$ cat src/rtl/pfar_pkg.sv
package pfar_pkg;

	// clock rate in kHz, used to turn times into cycle counts
	localparam int unsigned CLK_KHZ = 250000;

	// timer lengths as printed, in ms
	localparam int unsigned INIT_PUP_MS = 150;
	localparam int unsigned INIT_RST_MS = 100;
	localparam int unsigned WINDOW_MS = 2;
	localparam int unsigned POWERDOWN_TIMER_MS = 2;

	// derived cycle counts
	localparam int unsigned INIT_PUP_CYC = INIT_PUP_MS * CLK_KHZ;
	localparam int unsigned INIT_RST_CYC = INIT_RST_MS * CLK_KHZ;
	localparam int unsigned WINDOW_CYC = WINDOW_MS * CLK_KHZ;
	localparam int unsigned POWERDOWN_TIMER_CYC = POWERDOWN_TIMER_MS * CLK_KHZ;

	// counter width, big enough for the longest count
	localparam int unsigned CNT_W = 26;

	// power-up microroutine entry address and vector locations (octal 24 and 26)
	localparam logic [8:0] PUP_UADDR = 9'h001;
	localparam logic [15:0] PWR_PC_VEC = 16'h0014;
	localparam logic [15:0] PWR_PSW_VEC = 16'h0016;

	// values after reset
	localparam logic POWER_INIT_RST = 1'b0;

	// sequencer states
	typedef enum logic [4:0] {
		PF_OFF = 5'b00001,
		PF_INIT = 5'b00010,
		PF_WINDOW = 5'b00100,
		PF_RUN = 5'b01000,
		PF_POWERDOWN_TIMER = 5'b10000
	} pfar_state_e;

	// request toward the microprogram sequencer
	typedef struct packed {
		logic power_init;
		logic [8:0] uaddr;
		logic [15:0] pc_vec;
		logic [15:0] psw_vec;
		logic halt_after;
	} pfar_ucode_s;

endpackage

$ cat src/rtl/pfar_timer.sv
`timescale 1ns/100ps

// retriggerable one-shot counting a loaded number of cycles
module pfar_timer
	import pfar_pkg::*;
#(
	parameter int unsigned W = CNT_W
)
(
	input wire logic mclk_i,
	input wire logic srst_i,
	input wire logic start_i,
	input wire logic [W-1:0] len_i,
	input wire logic stop_i,
	output logic busy_o,
	output logic done_o
);

	logic [W-1:0] cnt_q;

	// refuse a counter too narrow to count down
	if (W < 2)
	begin : g_w_check
		$error("pfar_timer: width too small");
	end

	// count down, a start reloads even when running
	always_ff @(posedge mclk_i)
	begin
		if (srst_i || stop_i)
		begin
			cnt_q <= '0;
			busy_o <= 1'b0;
			done_o <= 1'b0;
		end
		else if (start_i)
		begin
			cnt_q <= len_i - W'(1);
			busy_o <= 1'b1;
			done_o <= 1'b0;
		end
		else if (busy_o)
		begin
			cnt_q <= cnt_q - W'(1);
			busy_o <= (cnt_q != '0);
			done_o <= (cnt_q == '0); // one-cycle end pulse
		end
		else
			done_o <= 1'b0;
	end

endmodule // pfar_timer

$ cat src/rtl/pfar_seq.sv
`timescale 1ns/100ps

// Function
// - dc-low release starts 150 ms initialise
// - init end, dc high, not after reset instr: window, vector load
// - 2 ms window masks ac-low warning
// - init trigger sets power init flag, not on reset instr
// - restore loads pc 24, psw 26
// - halt request: still fetch vectors, halt
// - ac-low after window fires power-down timer
// - pending flag latched at service state
// - trap pushes pc, psw; loads vectors
// - no dc-low: power-down expiry restarts init
// - reset instruction gives 100 ms initialise
module pfar_seq
	import pfar_pkg::*;
#(
	parameter int unsigned INIT_PUP_CNT = INIT_PUP_CYC,
	parameter int unsigned INIT_RST_CNT = INIT_RST_CYC,
	parameter int unsigned WINDOW_CNT = WINDOW_CYC,
	parameter int unsigned POWERDOWN_TIMER_CNT = POWERDOWN_TIMER_CYC
)
(
	input wire logic mclk_i,
	input wire logic srst_i,
	input wire logic ac_low_warning_n_i,
	input wire logic dc_low_shutdown_n_i,
	input wire logic halt_request_i,
	input wire logic reset_instr_i,
	input wire logic service_state_i,
	input wire logic trap_taken_i,
	input wire logic pup_done_i,
	output logic init_o,
	output logic powerup_window_o,
	output logic power_fail_pending_o,
	output logic power_fail_trap_o,
	output logic powerup_start_o,
	output logic halt_o,
	output pfar_ucode_s ucode_o
);

	pfar_state_e state_q;
	logic [1:0] ac_sync_q;
	logic [1:0] dc_sync_q;
	logic ac_low;
	logic dc_low;
	logic pfail_raw_q;
	logic rst_req_q;
	logic rst_init_q;
	logic halt_arm_q;
	logic init_start;
	logic init_busy;
	logic init_done;
	logic win_start;
	logic win_busy;
	logic win_done;
	logic pd_start;
	logic pd_busy;
	logic pd_done;
	logic [CNT_W-1:0] init_len;

	// refuse counts the timers cannot serve
	if (INIT_PUP_CNT < 2 || INIT_RST_CNT < 2 || WINDOW_CNT < 2 || POWERDOWN_TIMER_CNT < 2)
	begin : g_cnt_min
		$error("pfar_seq: counts must be at least 2");
	end
	if (INIT_PUP_CNT >= (1 << CNT_W) || INIT_RST_CNT >= (1 << CNT_W)
		|| WINDOW_CNT >= (1 << CNT_W) || POWERDOWN_TIMER_CNT >= (1 << CNT_W))
	begin : g_cnt_max
		$error("pfar_seq: count exceeds counter width");
	end

	always_ff @(posedge mclk_i)
	begin
		if (srst_i)
		begin
			ac_sync_q <= 2'h0;
			dc_sync_q <= 2'h3;
		end
		else
		begin
			ac_sync_q <= {ac_sync_q[0], ~ac_low_warning_n_i};
			dc_sync_q <= {dc_sync_q[0], ~dc_low_shutdown_n_i};
		end
	end

	assign ac_low = ac_sync_q[1];
	assign dc_low = dc_sync_q[1];

	// power-up init trigger, also power-down restart
	assign init_start = (state_q == PF_OFF && !dc_low) || (state_q == PF_POWERDOWN_TIMER && pd_done && !dc_low)
		|| (rst_req_q && state_q == PF_RUN);
	assign init_len = (rst_req_q && state_q == PF_RUN) ? CNT_W'(INIT_RST_CNT) : CNT_W'(INIT_PUP_CNT);
	assign win_start = state_q == PF_INIT && init_done && !rst_init_q && !dc_low;
	assign pd_start = state_q == PF_RUN && ac_low && !rst_req_q;

	pfar_timer #(.W(CNT_W)) u_init (
		.mclk_i(mclk_i),
		.srst_i(srst_i),
		.start_i(init_start),
		.len_i(init_len),
		.stop_i(1'b0),
		.busy_o(init_busy),
		.done_o(init_done)
	);

	pfar_timer #(.W(CNT_W)) u_window (
		.mclk_i(mclk_i),
		.srst_i(srst_i),
		.start_i(win_start),
		.len_i(CNT_W'(WINDOW_CNT)),
		.stop_i(dc_low),
		.busy_o(win_busy),
		.done_o(win_done)
	);

	pfar_timer #(.W(CNT_W)) u_powerdown_timer (
		.mclk_i(mclk_i),
		.srst_i(srst_i),
		.start_i(pd_start),
		.len_i(CNT_W'(POWERDOWN_TIMER_CNT)),
		.stop_i(dc_low),
		.busy_o(pd_busy),
		.done_o(pd_done)
	);

	// sequencer states
	always_ff @(posedge mclk_i)
	begin
		if (srst_i || dc_low)
			state_q <= PF_OFF;
		else
		begin
			unique case (state_q)
				PF_OFF:
					if (init_start)
						state_q <= PF_INIT;
				PF_INIT:
					if (init_done)
						state_q <= rst_init_q ? PF_RUN : PF_WINDOW;
				PF_WINDOW:
					if (win_done)
						state_q <= PF_RUN;
				PF_RUN:
					if (init_start)
						state_q <= PF_INIT;
					else if (pd_start)
						state_q <= PF_POWERDOWN_TIMER;
				PF_POWERDOWN_TIMER:
					if (pd_done)
						state_q <= PF_INIT;
			endcase
		end
	end

	always_ff @(posedge mclk_i)
	begin
		if (srst_i)
		begin
			rst_req_q <= 1'b0;
			rst_init_q <= 1'b0;
		end
		else
		begin
			rst_req_q <= reset_instr_i && state_q == PF_RUN && !rst_req_q;
			if (init_start)
				rst_init_q <= rst_req_q && state_q == PF_RUN;
		end
	end

	// pending warning, latched at service state
	always_ff @(posedge mclk_i)
	begin
		if (srst_i || dc_low)
		begin
			pfail_raw_q <= 1'b0;
			power_fail_pending_o <= 1'b0;
			power_fail_trap_o <= 1'b0;
		end
		else
		begin
			// a new warning wins over the trap-taken clear
			if (pd_start)
				pfail_raw_q <= 1'b1;
			else if (trap_taken_i || (state_q != PF_POWERDOWN_TIMER && state_q != PF_RUN))
				pfail_raw_q <= 1'b0;
			if (service_state_i)
				power_fail_pending_o <= pd_start || (pfail_raw_q && !trap_taken_i);
			// trap request until microcode takes it
			if (service_state_i && (pd_start || (pfail_raw_q && !trap_taken_i)))
				power_fail_trap_o <= 1'b1;
			else if (trap_taken_i)
				power_fail_trap_o <= 1'b0;
		end
	end

	// power init flag and vector request
	always_ff @(posedge mclk_i)
	begin
		if (srst_i)
		begin
			ucode_o <= '{POWER_INIT_RST, 9'h000, 16'h0000, 16'h0000, 1'b0};
			powerup_start_o <= 1'b0;
		end
		else
		begin
			if (init_start && !(rst_req_q && state_q == PF_RUN))
				ucode_o.power_init <= 1'b1;
			else if (pup_done_i)
				ucode_o.power_init <= 1'b0;
			ucode_o.uaddr <= PUP_UADDR;
			ucode_o.pc_vec <= PWR_PC_VEC;
			ucode_o.psw_vec <= PWR_PSW_VEC;
			ucode_o.halt_after <= halt_request_i;
			powerup_start_o <= win_start;
		end
	end

	always_ff @(posedge mclk_i)
	begin
		if (srst_i || dc_low)
		begin
			halt_arm_q <= 1'b0;
			halt_o <= 1'b0;
		end
		else
		begin
			if (win_start)
				halt_arm_q <= halt_request_i;
			else if (pup_done_i)
				halt_arm_q <= 1'b0;
			halt_o <= (pup_done_i && (halt_arm_q || halt_request_i)) || (halt_o && halt_request_i);
		end
	end

	// status outputs
	always_ff @(posedge mclk_i)
	begin
		if (srst_i)
		begin
			init_o <= 1'b0;
			powerup_window_o <= 1'b0;
		end
		else
		begin
			init_o <= init_busy || init_start;
			powerup_window_o <= win_busy || win_start;
		end
	end

endmodule // pfar_seq

$ cat config.mk
export PLATFORM = sky130hd
export DESIGN_NAME = pfar_seq
export DESIGN_NICKNAME = d
export VERILOG_FILES = /design/src/rtl/pfar_pkg.sv /design/src/rtl/pfar_timer.sv /design/src/rtl/pfar_seq.sv
export SDC_FILE = /design/constraint.sdc
export NUM_CORES = 1
export LEC_CHECK = 0
export BUFFER_PORTS_ARGS = -buffer_cell sky130_fd_sc_hd__buf_4
export CAP_MARGIN = 0
export CORE_ASPECT_RATIO = 1.5
export CORE_MARGIN = 1
export CORE_UTILIZATION = 50
export DETAILED_ROUTE_END_ITERATION = 10
export GPL_TIMING_DRIVEN = 0
export PLACE_DENSITY_LB_ADDON = 0.08
export SETUP_SLACK_MARGIN = 0.1
export SLEW_MARGIN = 20
export SYNTH_ARGS = -nofsm -noshare
export SYNTH_HDL_FRONTEND = slang
export SYNTH_SLANG_ARGS = --single-unit
$ cat constraint.sdc
create_clock -name mclk_i -period 3.35 [get_ports mclk_i]
set_clock_uncertainty 0.2 [all_clocks]
set_input_delay 0.5025 -clock mclk_i [delete_from_list [all_inputs] [get_ports mclk_i]]
set_output_delay 0.5025 -clock mclk_i [all_outputs]
set_load 0.01 [all_outputs]
-- Word level (Yosys, flattened, before mapping)
Cells that the tools add are included.
- add/sub/neg operators: 4
- equal/unequal tests: 12
- mux-type cells: 29
- bitwise gates (word level): 5
- reductions and logical operators: 50
- operator list (operator ; number):
    26-bit by 1-bit subtractor with 26-bit output (second input constant) ; 4
    26-bit logical NOT ; 3
    26-bit 2-to-1 mux ; 3
    26-bit nonzero test ; 3
    19-bit 2-to-1 mux ; 4
    34-bit 2-to-1 mux ; 1
    5-bit 2-to-1 mux ; 6
    5-bit case mux with 5 select lines ; 1
    1-bit logical AND ; 17
    2-bit nonzero test ; 7
    1-bit 2-to-1 mux ; 13
    1-bit logical OR ; 9
    3-bit OR reduction ; 3
    2-bit by 1-bit != test with 1-bit output (second input constant) ; 3
    5-bit by 1-bit equality test with 1-bit output (second input constant) ; 1
    5-bit by 2-bit equality test with 1-bit output (second input constant) ; 1
    5-bit by 3-bit equality test with 1-bit output (second input constant) ; 1
    5-bit by 4-bit equality test with 1-bit output (second input constant) ; 1
    5-bit equality test (second input constant) ; 1
    1-bit logical NOT ; 5
    5-bit by 4-bit != test with 1-bit output (second input constant) ; 1
    5-bit != test (second input constant) ; 1
    1-bit inverter ; 5
    5-bit AND reduction ; 1
    other kinds (4) ; 5
- register bits after elaboration: 146
- word-level logic and storage cells: 129

-- Longest topological paths before layout
- word-level depth: 7
- depth in mapped cells: 12
- mapped depth without buffers: 10

-- Cells and area by module
From an unflattened synthesis, not the netlist that was laid out.
- cell total of the unflattened synthesis: 947
- area total of the unflattened synthesis: 7718.7 µm²
- modules (own cells, without submodules) (module ; instances ; cells an instance ; area an instance (µm²) ; sequential area each (µm²)):
    pfar_timer (u_init ...) ; 2 ; 269 ; 2177.1 ; 560.5
    pfar_timer (u_window) ; 1 ; 271 ; 2175.8 ; 560.5
    pfar_seq ; 1 ; 138 ; 1188.6 ; 440.4

-- Worst setup path after synthesis
No wires, ideal clock.
- path kind: register to register
- start: reg state_q[4]
- end: reg u_init.cnt_q[10]
- arrival: 2591 ps
- required time: 3020 ps
- slack: 429 ps
- cell stages (with the launch flop): 13
- path buffers: 3
- clock period less this slack: 2921 ps
- cell sequence: dfxtp_1 clkbuf_1 or2_2 or3_1 and2_0 clkbuf_1 nand2_1 ha_1 and4_1 clkbuf_1 nand3b_1 a32oi_1 nor2_1
- longest elaborated chain between the ends: 6
- elaborated cells on any way between the ends: 13
- those cells by class: add/sub: 1; eq/ne: 3; mux: 2; reduce/logical: 7
- ends and longest elaborated chain (item ; RTL line ; source):
    from (decl) ; pfar_seq.sv:42 ; pfar_state_e state_q;
    from (signal assigned) ; pfar_seq.sv:140 ; state_q <= rst_init_q ? PF_RUN : PF_WINDOW;
    parallel branches: the longest is 6 deep, another holds 26-bit by 1-bit subtractor with 26-bit output ; n/a ;
    to (signal assigned) ; pfar_timer.sv:38 ; cnt_q <= len_i - W'(1);
    to (signal assigned) ; pfar_timer.sv:44 ; cnt_q <= cnt_q - W'(1);
    to (decl) ; pfar_timer.sv:19 ; logic [W-1:0] cnt_q;
Several ways; the timed one is not identified.
A chain may end at the register's enable or synchronous reset.

-- Worst setup path after layout
Ends and elaborated chain as after synthesis.

==> results.py <==
metrics = {
    "worst_setup_path": {
        "worstReg2RegStart": "state_q[4]",
        "worst_setup_path_startpoint": "state_q[4]",
        "critPathArrivalTime_ps": 3090,
        "worst-endpoint-required_ps": 3360,
        "setup.reg_to_reg.worst_slack_ps": 270,
        "cp-endpoint": "u_init.cnt_q[10]",
        "worstRegToRegCells": 12,
        "reg2reg_to": "u_init.cnt_q[10]",
        "timing.critical_path.mode_cell": "sky130_fd_sc_hd__clkbuf_4",
        "critical_path_class": "reg2reg",
        "crit_path_cell_trace": "clkbuf_1 -> or2_2 -> or3_1 -> and2_1 -> clkbuf_4 -> nand2_1 -> ha_4 -> and4_1 -> clkbuf_4 -> nand3b_1 -> a32oi_1 -> nor2_1",
        "slowest_delay_ps": 430,
        "worst_setup_path_end_kind": "flop",
        "cp-start-kind": "flop",
        "timing.critical_path.fanout_max": 10,
        "crit_slowest_cell": "sky130_fd_sc_hd__or3_1",
    },
    "global_routing": {
        "grt_use_total_pct": 20.7,
        "grt.overflow.total": 0,
        "global_route_wire_length_before_repair_um": 17400,
        "first_global_vias": 3778,
        "initial_antenna_violation_count": 0,
        "grt_start_max_net_pins": 18,
    },
    "sta": {
        "min_period_ps": 3080,
        "period_share_pct": 91.9,
        "slew_viol_final": 0,
        "grt_setup_unrepaired": "yes",
        "slew_headroom_pct": 37.5,
        "final_hold_viol_count": 0,
        "maxClockFrequency_mhz": 325,
        "final_sum_of_negative_setup_slack_ps": 0,
        "worst_slew_pin_slew_ps": 925,
        "setup_viol_count_final": 0,
    },
    "finish": {
        "layoutNonFillerInstCount": 765,
        "drive_gt1_share_pct": 15.4,
        "syn2layout_area_growth_pct": 15.3,
        "num_antenna_cells": 0,
        "final_net_count": 657,
    },
    "clock_tree": {
        "h_tree_depth": 3,
        "cts_root_buf": "sky130_fd_sc_hd__clkbuf_16",
        "cts-root-to-sink-buffers": 2,
        "cts_tree": "yes",
        "clock-sinks": 106,
        "cts_setup_buffers": 0,
        "clk_pin_slew_worst_paths_ps": 70,
        "clkLatencyLatePin_ps": 350,
        "cts_made_buffers": 9,
    },
    "floorplanning": {
        "die_h_um": 125,
        "io_pins": 58,
        "die_width_um": 84.1,
        "floorplan.initialDensity_pct": 51.9,
        "design.core.area_um2": 9740,
        "floorplan.die_area_um2": 10500,
        "num_rows": 44,
    },
    "synth": {
        "synthesis.area_per_instance_um2": 8.73,
        "async_reset_ff_share_pct": 0,
        "synth.yosys.seq_area_share_pct": 42.0,
        "synthDominantAreaCellType": "sky130_fd_sc_hd__dfxtp_1",
        "postSynth.topFlopCell": "sky130_fd_sc_hd__dfxtp_1",
        "synth.lib_cells_used.distinct": 59,
        "synth_warnings": 0,
        "post_synth_main_area_contributors": "sky130_fd_sc_hd__dfxtp_1 42%, sky130_fd_sc_hd__xor2_1 7.6%, sky130_fd_sc_hd__buf_4 5.9%, sky130_fd_sc_hd__nor2_1 5.3%, sky130_fd_sc_hd__a21oi_1 4.5%",
        "synth.ff_latch_count": 106,
        "mappedNetlistArea_um2": 5060,
        "synth_largest_type_area_fraction_pct": 42.0,
        "gate_count_of_the_mapped_netlist": 579,
        "number_of_enable_type_register_cells_in_the_synthesized_netlist": 0,
    },
    "route": {
        "drt_wl_total_um": 10400,
        "drtPass1Iterations": 7,
        "ant_nets": 0,
        "drc_errors": 14,
        "dr_total_vias": 4025,
        "route.detailed.wl_per_inst_um": 13.6,
        "drtIter0Drc": 183,
        "post_drt_via_cell_ratio": 5.26,
    },
    "power": {
        "power.density_nw_per_um2": 473,
        "peakVddDrop_v": 0.000235,
        "cellLeakagePower_nw": 2.25,
    },
    "outcome": {
        "failed_checks": "design-rule violations",
        "status": "finished with violations",
    },
    "placed_design": {
        "port_buffers": 21,
        "gpl.final_weighted_congestion": 0.856,
        "dp_hpwl_um": 7680,
        "number_of_placed_instances_taps_included": 749,
    },
    "hold_path": {
        "hold_path.startpoint": "ac_low_warning_n_i",
        "min-delay-path-class": "in2reg",
    },
    "job": {
        "drv_cap": 0,
    },
}
state kept, by name, summed over array words and instances, names as in the netlist, 2 cells and up:
| name | flops |
|---|---|
| u_init.cnt_q | 26 |
| u_powerdown_timer.cnt_q | 26 |
| u_window.cnt_q | 26 |
| state_q | 5 |
| ucode_o | 3 |
| ac_sync_q | 2 |
| dc_sync_q | 2 |
cells in the mapped netlist (8+ instances only):
| master | number |
|---|---|
| sky130_fd_sc_hd__dfxtp_1 | 106 |
| sky130_fd_sc_hd__nor2_1 | 72 |
| sky130_fd_sc_hd__a21oi_1 | 45 |
| sky130_fd_sc_hd__xor2_1 | 44 |
| sky130_fd_sc_hd__nand2_1 | 42 |
| sky130_fd_sc_hd__buf_4 | 40 |
| sky130_fd_sc_hd__xnor2_1 | 22 |
| sky130_fd_sc_hd__clkbuf_1 | 17 |
| sky130_fd_sc_hd__nor3_1 | 17 |
| sky130_fd_sc_hd__nand3_1 | 14 |
| sky130_fd_sc_hd__nor4_1 | 12 |
| sky130_fd_sc_hd__inv_1 | 11 |
| sky130_fd_sc_hd__o21ai_0 | 10 |
| sky130_fd_sc_hd__nor2b_1 | 9 |
| sky130_fd_sc_hd__nand3b_1 | 8 |
| sky130_fd_sc_hd__o22ai_1 | 8 |
| sky130_fd_sc_hd__or4_1 | 8 |
cell type report:
cell class                 count  area [um2]
fill                         909        3910
buffer                        64         409
multi-input combinational    432        2640
clock inverter                 6        90.1
timing repair buffer          21         158
sequential                   106        2120
tap                          115         144
clock buffer                  10         229
inverter                      11        41.3
layer usage:
metal  routed length, um  track usage (%)
met2                5570             38.5
met3                 384             3.50
met1                4170             22.3
met4                 301             10.3
met5                   0                0
per-stage QoR:
stage          total power [mW]  hold WS (ps)  setup WS [ps]  utilization (%)  instance area [um2]
5_1_grt                    2.87          82.2           78.2             59.8                 5830
3_3_place_gp               1.64           194          -96.9             56.3                 5490
4_1_cts                    2.78          81.5            133             59.7                 5810
3_5_place_dp               1.65           199           -162             56.3                 5490
2_1_floorplan              1.58           189            429                -                 5180
6_report                   2.76          94.1            273             59.8                 5830
how the worst min path moves through the flow:
stage | endpoint | slack, ps | depth (start not counted)
final | ac_sync_q[0] | 90 | 2
after global routing | ac_sync_q[0] | 80 | 2
after CTS | ac_sync_q[0] | 80 | 2
after detailed placement | dc_sync_q[1] | 200 | 1
after global placement | dc_sync_q[1] | 190 | 1
after floorplan | dc_sync_q[1] | 190 | 1
cells in the final DEF, fill, tap and decap left out, drive strengths merged, types with 8 or more instances in the layout:
| master | n |
|---|---|
| a21oi | 45 |
| buf | 68 |
| clkbuf | 27 |
| conb | 35 |
| dfxtp | 106 |
| inv | 12 |
| nand2 | 42 |
| nand2b | 8 |
| nand3 | 14 |
| nand3b | 8 |
| nor2 | 73 |
| nor2b | 9 |
| nor3 | 17 |
| nor4 | 16 |
| o21ai | 10 |
| o22ai | 8 |
| or4 | 9 |
| xnor2 | 22 |
| xor2 | 44 |
report_power, final:
part / switching, mW / internal (mW) / total, mW
Sequential: 0.0337 / 1.29 / 1.33
Clock: 0.468 / 0.658 / 1.13
Combinational: 0.166 / 0.137 / 0.303
kinds of logic (layout without fill, tap and decap cells):
family,count (synthesis),count (layout),share of synthesized area [%]
compound gates,80,80,9.13
xor+xnor,66,66,11.4
fa+ha+maj,3,3,0.742
buf+inv,75,112,8.76
flops,106,106,42.0
mux,4,4,0.816
other cells,1,35,0.0741
simple gates,244,244,27.1
worst max-delay path, delay by kind of cell, from the launching register on:
kind                       cells  cell delay, ps
and+or+nand+nor                7            1440
DFF                            1             300
buffers and inverters          3             570
adders and majority gates      1             190
AOI/OAI and AO/OA              1             220
what timing repair did:
item                       4_1_cts  5_1_grt
resized for setup                4        5
pin swaps                        0        0
setup endpoints to repair        9        9
hold buffers                     0        0
(Power assumes the default switching activity.)
